[config.mk]
export PLATFORM = sky130hd
export DESIGN_NAME = phase_frequency_detector
export DESIGN_NICKNAME = d
export VERILOG_FILES = /design/src/common/pfd_pkg.sv /design/src/core/phase_frequency_detector.sv /design/src/core/pfd_edge_sync.sv
export SDC_FILE = /design/constraint.sdc
export NUM_CORES = 1
export LEC_CHECK = 0
export BUFFER_PORTS_ARGS = -buffer_cell sky130_fd_sc_hd__buf_2
export CAP_MARGIN = 20
export CORE_AREA = 2 2 39 41
export CTS_CLUSTER_SIZE = 12
export DETAILED_ROUTE_END_ITERATION = 8
export DIE_AREA = 0 0 41 43
export HOLD_SLACK_MARGIN = 0.05
export PLACE_DENSITY_LB_ADDON = 0.05
export REMOVE_ABC_BUFFERS = 1
export SYNTH_ARGS = -nofsm -noshare
export SYNTH_HDL_FRONTEND = slang
export SYNTH_SLANG_ARGS = --single-unit
export TNS_END_PERCENT = 100
[constraint.sdc]
create_clock -name ref_clk -period 1.75 [get_ports ref_clk]
set_input_delay 0 -clock ref_clk [delete_from_list [all_inputs] [get_ports ref_clk]]
set_output_delay 0 -clock ref_clk [all_outputs]
set_load 0.05 [all_outputs]
[src/common/pfd_pkg.sv]
package pfd_pkg;
    localparam logic flop_clear = 1'h0;
    localparam logic flop_set = 1'h1;

    typedef struct packed {
        logic vco_meta;
        logic vco_sync;
        logic vco_prev;
        logic ref_meta;
        logic ref_sync;
        logic ref_prev;
        logic vco_side_flop;
        logic ref_side_flop;
        logic speedup_steer_path;
        logic integrator_draw_path;
        logic alternate_source_path;
    } pfd_state_t;

    // reset: both flops clear, so the ramp is drawn from the integrator
    localparam pfd_state_t pfd_reset_st = '{
        integrator_draw_path: flop_set,
        default: flop_clear
    };

    typedef struct packed {
        logic speedup_steer_path;
        logic integrator_draw_path;
        logic alternate_source_path;
    } pfd_steer_t;
endpackage

[src/core/phase_frequency_detector.sv]
`timescale 1ns/1ns
`default_nettype none
module phase_frequency_detector
    import pfd_pkg::*;
(
    input wire logic ref_clk,
    input wire logic rst_n,
    input wire logic vco_div_pulse,
    input wire logic ref_pulse,
    output logic vco_side_flop,
    output logic ref_side_flop,
    output pfd_steer_t steer
);
    // pins are sampled as ordinary inputs; the flops act on sampled edges
    logic vco_level;
    logic vco_rise;
    logic ref_level;
    logic ref_rise;
    pfd_state_t st;
    pfd_state_t next_st;

    pfd_edge_sync vco_sync_u (
        .ref_clk(ref_clk),
        .rst_n(rst_n),
        .pin(vco_div_pulse),
        .level(vco_level),
        .rise(vco_rise)
    );

    pfd_edge_sync ref_sync_u (
        .ref_clk(ref_clk),
        .rst_n(rst_n),
        .pin(ref_pulse),
        .level(ref_level),
        .rise(ref_rise)
    );

    always_comb begin
        next_st = st;
        next_st.vco_sync = vco_level;
        next_st.ref_sync = ref_level;
        // vco flop: clocked by vco edge, data from ref flop
        if (vco_rise) begin
            next_st.vco_side_flop = st.ref_side_flop;
        end
        // ref flop: clocked by ref edge, data from vco flop
        if (ref_rise) begin
            next_st.ref_side_flop = st.vco_side_flop;
        end
        // async-style overrides while the pulses stand high
        if (vco_level) begin
            next_st.ref_side_flop = flop_clear;
        end
        if (ref_level) begin
            next_st.vco_side_flop = flop_set;
        end
        // current steering follows the flops
        next_st.speedup_steer_path = next_st.ref_side_flop;
        next_st.integrator_draw_path = ~next_st.vco_side_flop;
        next_st.alternate_source_path = next_st.vco_side_flop;
    end

    always_ff @(posedge ref_clk or negedge rst_n) begin
        if (!rst_n) begin
            st <= pfd_reset_st;
        end else begin
            st <= next_st;
        end
    end

    assign vco_side_flop = st.vco_side_flop;
    assign ref_side_flop = st.ref_side_flop;
    assign steer.speedup_steer_path = st.speedup_steer_path;
    assign steer.integrator_draw_path = st.integrator_draw_path;
    assign steer.alternate_source_path = st.alternate_source_path;

    a_ref_flop_reset: assert property (
        @(posedge ref_clk) disable iff (!rst_n)
        vco_level |=> !st.ref_side_flop)
        else $error("ref flop not held clear by vco pulse");

    a_vco_flop_set: assert property (
        @(posedge ref_clk) disable iff (!rst_n)
        ref_level |=> st.vco_side_flop)
        else $error("vco flop not held set by ref pulse");

    a_ref_data_path: assert property (
        @(posedge ref_clk) disable iff (!rst_n)
        (ref_rise && !vco_level) |=>
        st.ref_side_flop == $past(st.vco_side_flop))
        else $error("ref flop did not capture vco flop");

    a_vco_data_path: assert property (
        @(posedge ref_clk) disable iff (!rst_n)
        (vco_rise && !ref_level) |=>
        st.vco_side_flop == $past(st.ref_side_flop))
        else $error("vco flop did not capture ref flop");

    a_speedup_clear: assert property (
        @(posedge ref_clk) disable iff (!rst_n)
        (st.ref_side_flop && vco_level) |=> !steer.speedup_steer_path)
        else $error("speed-up not cleared by vco pulse");

    a_speedup_match: assert property (
        @(posedge ref_clk) disable iff (!rst_n)
        steer.speedup_steer_path == st.ref_side_flop)
        else $error("speed-up path disagrees with ref flop");

    a_draw_exclusive: assert property (
        @(posedge ref_clk) disable iff (!rst_n)
        steer.integrator_draw_path != steer.alternate_source_path)
        else $error("ramp source not exclusive");

    a_draw_window: assert property (
        @(posedge ref_clk) disable iff (!rst_n)
        steer.integrator_draw_path == !st.vco_side_flop)
        else $error("ramp window does not follow vco flop");

    a_ref_hold_clear: assert property (
        @(posedge ref_clk) disable iff (!rst_n)
        (vco_level && ref_rise) |=> !st.ref_side_flop)
        else $error("ref edge beat the vco reset level");

    a_vco_hold_set: assert property (
        @(posedge ref_clk) disable iff (!rst_n)
        (ref_level && vco_rise) |=> st.vco_side_flop)
        else $error("vco edge beat the ref set level");

    a_vco_flop_keep: assert property (
        @(posedge ref_clk) disable iff (!rst_n)
        (!vco_rise && !ref_level) |=> $stable(st.vco_side_flop))
        else $error("vco flop moved without a cause");

    a_ref_flop_keep: assert property (
        @(posedge ref_clk) disable iff (!rst_n)
        (!ref_rise && !vco_level) |=> $stable(st.ref_side_flop))
        else $error("ref flop moved without a cause");

    a_vco_fall_cause: assert property (
        @(posedge ref_clk) disable iff (!rst_n)
        $fell(st.vco_side_flop) |-> $past(vco_rise))
        else $error("vco flop fell without a vco edge");

    a_ref_rise_cause: assert property (
        @(posedge ref_clk) disable iff (!rst_n)
        $rose(st.ref_side_flop) |-> $past(ref_rise))
        else $error("ref flop rose without a ref edge");

    a_vco_rise_cause: assert property (
        @(posedge ref_clk) disable iff (!rst_n)
        $rose(st.vco_side_flop) |-> ($past(ref_level) || $past(vco_rise)))
        else $error("vco flop rose without a cause");

    a_ref_fall_cause: assert property (
        @(posedge ref_clk) disable iff (!rst_n)
        $fell(st.ref_side_flop) |-> ($past(vco_level) || $past(ref_rise)))
        else $error("ref flop fell without a cause");

    a_no_speedup_lead: assert property (
        @(posedge ref_clk) disable iff (!rst_n)
        (ref_rise && !vco_level && !st.vco_side_flop) |=>
        !st.ref_side_flop)
        else $error("speed-up set while vco leads");

    a_no_steer_lead: assert property (
        @(posedge ref_clk) disable iff (!rst_n)
        (ref_rise && !vco_level && !st.vco_side_flop) |=>
        !steer.speedup_steer_path)
        else $error("speed-up current on while vco leads");

    a_speedup_on_lead: assert property (
        @(posedge ref_clk) disable iff (!rst_n)
        (ref_rise && !vco_level && st.vco_side_flop) |=>
        steer.speedup_steer_path)
        else $error("speed-up not raised while ref leads");

    a_speedup_stop: assert property (
        @(posedge ref_clk) disable iff (!rst_n)
        (vco_level && steer.speedup_steer_path) |=>
        !steer.speedup_steer_path)
        else $error("speed-up current not stopped by vco");

    a_window_shut: assert property (
        @(posedge ref_clk) disable iff (!rst_n)
        (ref_rise && !vco_level && st.vco_side_flop) |=>
        (st.vco_side_flop && !steer.integrator_draw_path))
        else $error("ramp window opened while ref leads");

    a_vco_keep_lead: assert property (
        @(posedge ref_clk) disable iff (!rst_n)
        (vco_rise && !ref_level && st.ref_side_flop) |=>
        st.vco_side_flop)
        else $error("vco flop dropped while ref leads");

    a_window_open: assert property (
        @(posedge ref_clk) disable iff (!rst_n)
        (vco_rise && !ref_level && !st.ref_side_flop) |=>
        steer.integrator_draw_path)
        else $error("ramp window not opened by vco edge");

    a_window_close: assert property (
        @(posedge ref_clk) disable iff (!rst_n)
        (ref_level && !st.vco_side_flop) |=>
        !steer.integrator_draw_path)
        else $error("ramp window not closed by ref level");

    a_draw_when_low: assert property (
        @(posedge ref_clk) disable iff (!rst_n)
        (vco_rise && !ref_level && !st.ref_side_flop) |=>
        !steer.alternate_source_path)
        else $error("alternate source on during window");

    a_alt_when_set: assert property (
        @(posedge ref_clk) disable iff (!rst_n)
        ref_level |=> steer.alternate_source_path)
        else $error("alternate source off after ref level");

    a_alt_follows: assert property (
        @(posedge ref_clk) disable iff (!rst_n)
        steer.alternate_source_path == st.vco_side_flop)
        else $error("alternate source disagrees with vco flop");

    a_reset_clear: assert property (
        @(posedge ref_clk)
        !rst_n |=> (!vco_side_flop && !ref_side_flop))
        else $error("flops not clear after reset");

    a_reset_steer: assert property (
        @(posedge ref_clk)
        !rst_n |=> (!steer.speedup_steer_path &&
        !steer.alternate_source_path))
        else $error("steering active after reset");
endmodule // phase_frequency_detector
`default_nettype wire

[src/core/pfd_edge_sync.sv]
`timescale 1ns/1ns
`default_nettype none
module pfd_edge_sync
    import pfd_pkg::*;
(
    input wire logic ref_clk,
    input wire logic rst_n,
    input wire logic pin,
    output logic level,
    output logic rise
);
    logic meta;
    logic sync;
    logic prev;

    always_ff @(posedge ref_clk or negedge rst_n) begin
        if (!rst_n) begin
            meta <= flop_clear;
            sync <= flop_clear;
            prev <= flop_clear;
        end else begin
            meta <= pin;
            sync <= meta;
            prev <= sync;
        end
    end

    assign level = sync;
    assign rise = sync & ~prev;
endmodule // pfd_edge_sync
`default_nettype wire

==> results of run 1 <==
==> final timing paths <==
check                                        endpoint
min                           vco_side_flop$_DFF_PN0_
max in group asynchronous          steer[1]$_DFF_PN1_
max                                          steer[1]
max reg2reg                        steer[1]$_DFF_PN1_
min in group ref_clk       ref_sync_u.level$_DFF_PN0_
min reg2reg                ref_sync_u.level$_DFF_PN0_
==> flip-flops by register name, indices dropped and copies added (netlist names) <==
register / flops
ref_sync_u.level: 1
steer: 1
vco_sync_u.level: 1
ref_sync_u.meta: 1
vco_sync_u.meta: 1
vco_side_flop: 1
vco_sync_u.prev: 1
ref_sync_u.prev: 1
ref_side_flop: 1
==> through the flow <==
step                hold WS, ns  power, mW
global route              0.160      0.474
detailed placement       -0.137      0.295
finish                    0.125      0.449
floorplan                -0.296      0.276
CTS                       0.121      0.461
global placement         -0.143      0.294
==> cells in the final DEF, fill, tap and decap left out <==
cell type,instances
buf_2,8
clkbuf_1,1
clkbuf_4,3
dfrtp_1,8
dfstp_2,1
dlygate4sd3_1,3
mux2_4,1
mux2i_1,1
nand2b_1,1
nand4bb_1,1
nor2_1,2
nor2b_1,1
nor2b_4,1
o21ai_0,1
==> worst register-to-register path: stages (launching register included) <==
cell and delay [ns]:
dfrtp_1 0.38, nor2b_4 0.18, mux2_4 0.30
==> timing repair <==
item | CTS | global route
endpoints found under the hold margin | 11 | 0
endpoints found under the setup margin | 0 | 0
setup buffers | 0 | 0
hold buffers | 3 | 0
==> synth_stat cells, drive strengths merged <==
library cell,number
buf,2
dfrtp,8
dfstp,1
mux2,1
mux2i,1
nand2b,1
nand4bb,1
nor2,2
nor2b,2
o21ai,1
==> per-layer routing <==
layer / global-route usage / vias up / wire [µm]
li1: - / 90 / -
met1: 0.0736 / 97 / 189
met2: 0.100 / 11 / 217
met3: 0.0628 / 0 / 43
met4: 0.0400 / 0 / 0
met5: 0 / - / 0
==> power groups by stage <==
stage	combinational (mW)	sequential, mW	clock [mW]
4_1_cts	0.0660	0.230	0.164
3_3_place_gp	0.0605	0.234	0
6_report	0.0651	0.230	0.154
2_1_floorplan	0.0121	0.264	0
5_1_grt	0.0700	0.232	0.172
3_5_place_dp	0.0609	0.234	0
==> final cells by class <==
type / instances / area, µm² / share of cell area
Clock buffer: 4 / 26.3 / 0.0629
Sequential cell: 9 / 226 / 0.542
Multi-Input combinational cell: 9 / 75.1 / 0.180
Tap cell: 16 / 20.0 / 0.0479
Timing Repair Buffer: 11 / 70.1 / 0.168
==> logic make-up (layout without fill, tap and decap cells) <==
logic type | count (synthesis) | after routing | synth area share
and+or+nand+nor | 6 | 6 | 0.142
AOI/OAI and AO/OA | 1 | 1 | 0.0158
muxes | 2 | 2 | 0.0790
buffers and inverters | 2 | 15 | 0.0474
DFF | 9 | 9 | 0.715
==> metrics.cfg, run 1 <==
[status]
status=completed

[min_path]
hold_class=input port to async pin

[clock_network]
cts.sinks=9
clk_path_buf_depth=2
clk_latency_ns=0.25
clk_pin_slew_ns=0.06
clock-root-buffer=clkbuf_4
cts_resized=0
cts_made_buffers=3
cts_tree=yes
htree_levels=1

[setup_path]
cp_slowest_cell=dfstp_2
cp.buffers_inverters=1
critPathLaunchType=flip-flop
arrival_ns=1.01
r2r_slack_ns=0.81
critPathLaunch=steer[1]$_DFF_PN1_
r2r-start=vco_sync_u.level$_DFF_PN0_
cp_cell_sequence=buf_2
critPathMaxStageDelay_ns=0.51
crit_family=flip-flops
crit_cells=1
required_ns=1.75
critPathMaxFanout=1
rr_worst_depth=2
end_kind=output port
critical_path_class=flip-flop to output port

[cells_and_area]
stdcell_count=49
fill_cells=147
final_area_um2=418
final_core_util=0.302
nNetsFinal=38
diodes=0
drive_gt1_frac=0.424
syn2layout_area_growth_pct=32.0

[synthesis]
avgSynthCellArea_um2=15.8
ys_seq_area_frac=0.715
ys_seq_elements=9
ys_warn_count=0
synth_cells=20
yosysTopAreaCell=dfrtp_1
netlist_top_cells_area=dfrtp_1 (63%), dfstp_2 (8.3%), buf_4 (4.7%), mux2_4 (4.7%), nor2b_4 (4.3%)
synth_cell_types=11
synth_top_area_frac=0.632
syn-cell-area_um2=317

[routing]
vias=198
drt_first_pass_iters=2
drc_errors=0
first_iter_violations=5
wl_per_cell_um=9.18
routed_wl_um=450
via_per_inst=4.04
postRouteAntennaNets=0

[placed_design]
gp_congestion=0.551
dp_cells=42
dp_slack_ns=0.804
io_buffers=8
placed_area_um2=362

[power]
power_leakage_nw=0.193
switching_share=0.264
p_int_uw=331
power_density_nw_per_um2=1070
p_seq_frac=0.512
combinationalPowerShare=0.145
p_sw_uw=119
vdd_ir_drop_max_mv=0.403
power_frac_clock=0.343

[timing]
finalSetupViolations=0
setup_ws_ns=0.736
slew_headroom=0.836
clock_skew_ns=0.00390
report.final.slew_viol_count=0
period_share=0.580
worst_pin_slew_ns=0.247
hold_violations=0
clock.fmax_mhz=986
rsz0062_at_grt=no
tns_ns=0
fin_crit_ns=1.01

[global_route]
grt_max_degree=10
globalRoute.totalOverflow=0
grt_pass1_vias=206
antenna_found_initial=0
grt_pass1_wl_um=793
grt_usage=0.0732

[die]
core-area_um2=1380
initial_utilization=0.229
dieHeight_um=43
die_area_um2=1760
ios=9
rows=14
die_w_um=41

[flow_run]
drv_cap=0

Note: power is estimated with default switching activity, not from simulation.
==> run 2, diff against run 1 <==
==> constraint.sdc (replaced) <==
create_clock -name ref_clk -period 0.9 [get_ports ref_clk]
set_input_delay 0 -clock ref_clk [delete_from_list [all_inputs] [get_ports ref_clk]]
set_output_delay 0 -clock ref_clk [all_outputs]
set_load 0.05 [all_outputs]
==> run 2 against run 1 <==
Sequential cell count unchanged; register-to-register slack worse by 0.81 ns; cell area up 18%; critical endpoint unchanged; die area unchanged; the run now ends with setup timing left; non-clock buffer count rose by 3; largest power group unchanged; wire length increased by 13%; hold slack lost 0.0083 ns; first-iteration DRC count fell by 100%; highest routed layer unchanged; sequential share of layout area is 7.9 points lower.
==> metrics.cfg, run 2 (synthesis gave the netlist of run 1 again) <==
[routing]
wl_per_cell_um=9.79
drt_first_pass_iters=1
postRouteAntennaNets=0
first_iter_violations=0
via_per_inst=3.94
routed_wl_um=509
vias=205
drc_errors=0

[die]
die_area_um2=1760
rows=14
die_w_um=41
dieHeight_um=43
initial_utilization=0.229
ios=9
core-area_um2=1380

[global_route]
grt_usage=0.0863
grt_pass1_wl_um=897
globalRoute.totalOverflow=0
grt_pass1_vias=219
antenna_found_initial=0
grt_max_degree=10

[setup_path]
cp.buffers_inverters=1
critPathMaxFanout=1
critical_path_class=flip-flop to output port
arrival_ns=0.94
critPathLaunchType=flip-flop
cp_slowest_cell=dfstp_2
required_ns=0.90
cp_cell_sequence=buf_8
critPathMaxStageDelay_ns=0.54
end_kind=output port
crit_family=flip-flops

[placed_design]
placed_area_um2=377
dp_slack_ns=0.00764
gp_congestion=0.613
io_buffers=8

[timing]
finalSetupViolations=2
hold_violations=0
report.final.slew_viol_count=0
clock.fmax_mhz=1070
rsz0062_at_grt=yes
period_share=1.04
worst_pin_slew_ns=0.201
clock_skew_ns=0.00759
fin_crit_ns=0.936
slew_headroom=0.866
setup_ws_ns=-0.0363

[clock_network]
cts_tree=yes
cts.sinks=9
clk_path_buf_depth=2
clk_latency_ns=0.26
clock-root-buffer=clkbuf_4
htree_levels=1
cts_made_buffers=3
clk_pin_slew_ns=0.06

[flow_run]
drv_cap=0

[power]
vdd_ir_drop_max_mv=0.547
power_leakage_nw=0.224
power_density_nw_per_um2=1880

[cells_and_area]
syn2layout_area_growth_pct=55.3
nNetsFinal=41
drive_gt1_frac=0.528
final_area_um2=492
final_common_cell=dfrtp_1
final_cell_mix=dfrtp_1 (7), buf_6 (6), clkbuf_4 (3), dlygate4sd3_1 (3), buf_2 (3)
diodes=0
fill_cells=140

[status]
failed_checks=setup timing
status=finished, violations left

[min_path]
hold_class=input port to async pin

## run 2: cell count changes in the layout (fill, tap and decap cells not counted), sizes merged
cell / before / now
buf: 8 / 11
## run 2: per-layer routing
metal | GRT usage | part of all wire
met5 | 0 | 0
met4 | 0.100 | 0
met3 | 0.0314 | 0.071
met2 | 0.125 | 0.58
met1 | 0.0800 | 0.35
## run 2: final timing paths
path / cells after the start / end / from / slack, ns
hold reg to reg: 0 / ref_sync_u.level$_DFF_PN0_ / ref_sync_u.meta$_DFF_PN0_ / 0.35
hold / removal: 2 / vco_sync_u.meta$_DFF_PN0_ / rst_n / 0.12
setup / recovery: 1 / steer[1] / steer[1]$_DFF_PN1_ / -0.04
max in group asynchronous: 2 / steer[1]$_DFF_PN1_ / rst_n / 0.54
setup reg to reg: 2 / steer[1]$_DFF_PN1_ / vco_sync_u.level$_DFF_PN0_ / 0
min in group ref_clk: 0 / ref_sync_u.level$_DFF_PN0_ / ref_sync_u.meta$_DFF_PN0_ / 0.35
## run 2: area by class of cell
cell class | instances | area (µm²) | share of cell area
Clock buffer | 4 | 26.3 | 0.0534
Multi-Input combinational cell | 9 | 82.6 | 0.168
Sequential cell | 9 | 228 | 0.463
Tap cell | 16 | 20.0 | 0.0407
Timing Repair Buffer | 14 | 135 | 0.275
## run 2: where the power goes
part,switching [mW],internal [mW]
Clock,0.132,0.170
Sequential,0.0219,0.432
Combinational,0.0897,0.0795
## run 2: metrics by stage
stage,total power [mW],setup TNS (ns),hold WS (ns),std cells,utilization
finish,0.925,-0.0402,0.117,52,0.355
global route,0.984,-0.192,0.138,52,0.355
CTS,0.918,-0.161,0.118,51,0.324
detailed placement,0.582,0,-0.136,44,0.272
global placement,0.579,0,-0.143,44,0.272
floorplan,0.537,-1.23,-0.296,18,-
## run 2: what timing repair did
item	in CTS	in global routing
setup buffers	0	1
hold endpoints to repair	11	0
hold buffers	3	0
gates cloned	0	0
pin swaps	0	0
gates resized for setup	5	13
endpoints found under the setup margin	5	8
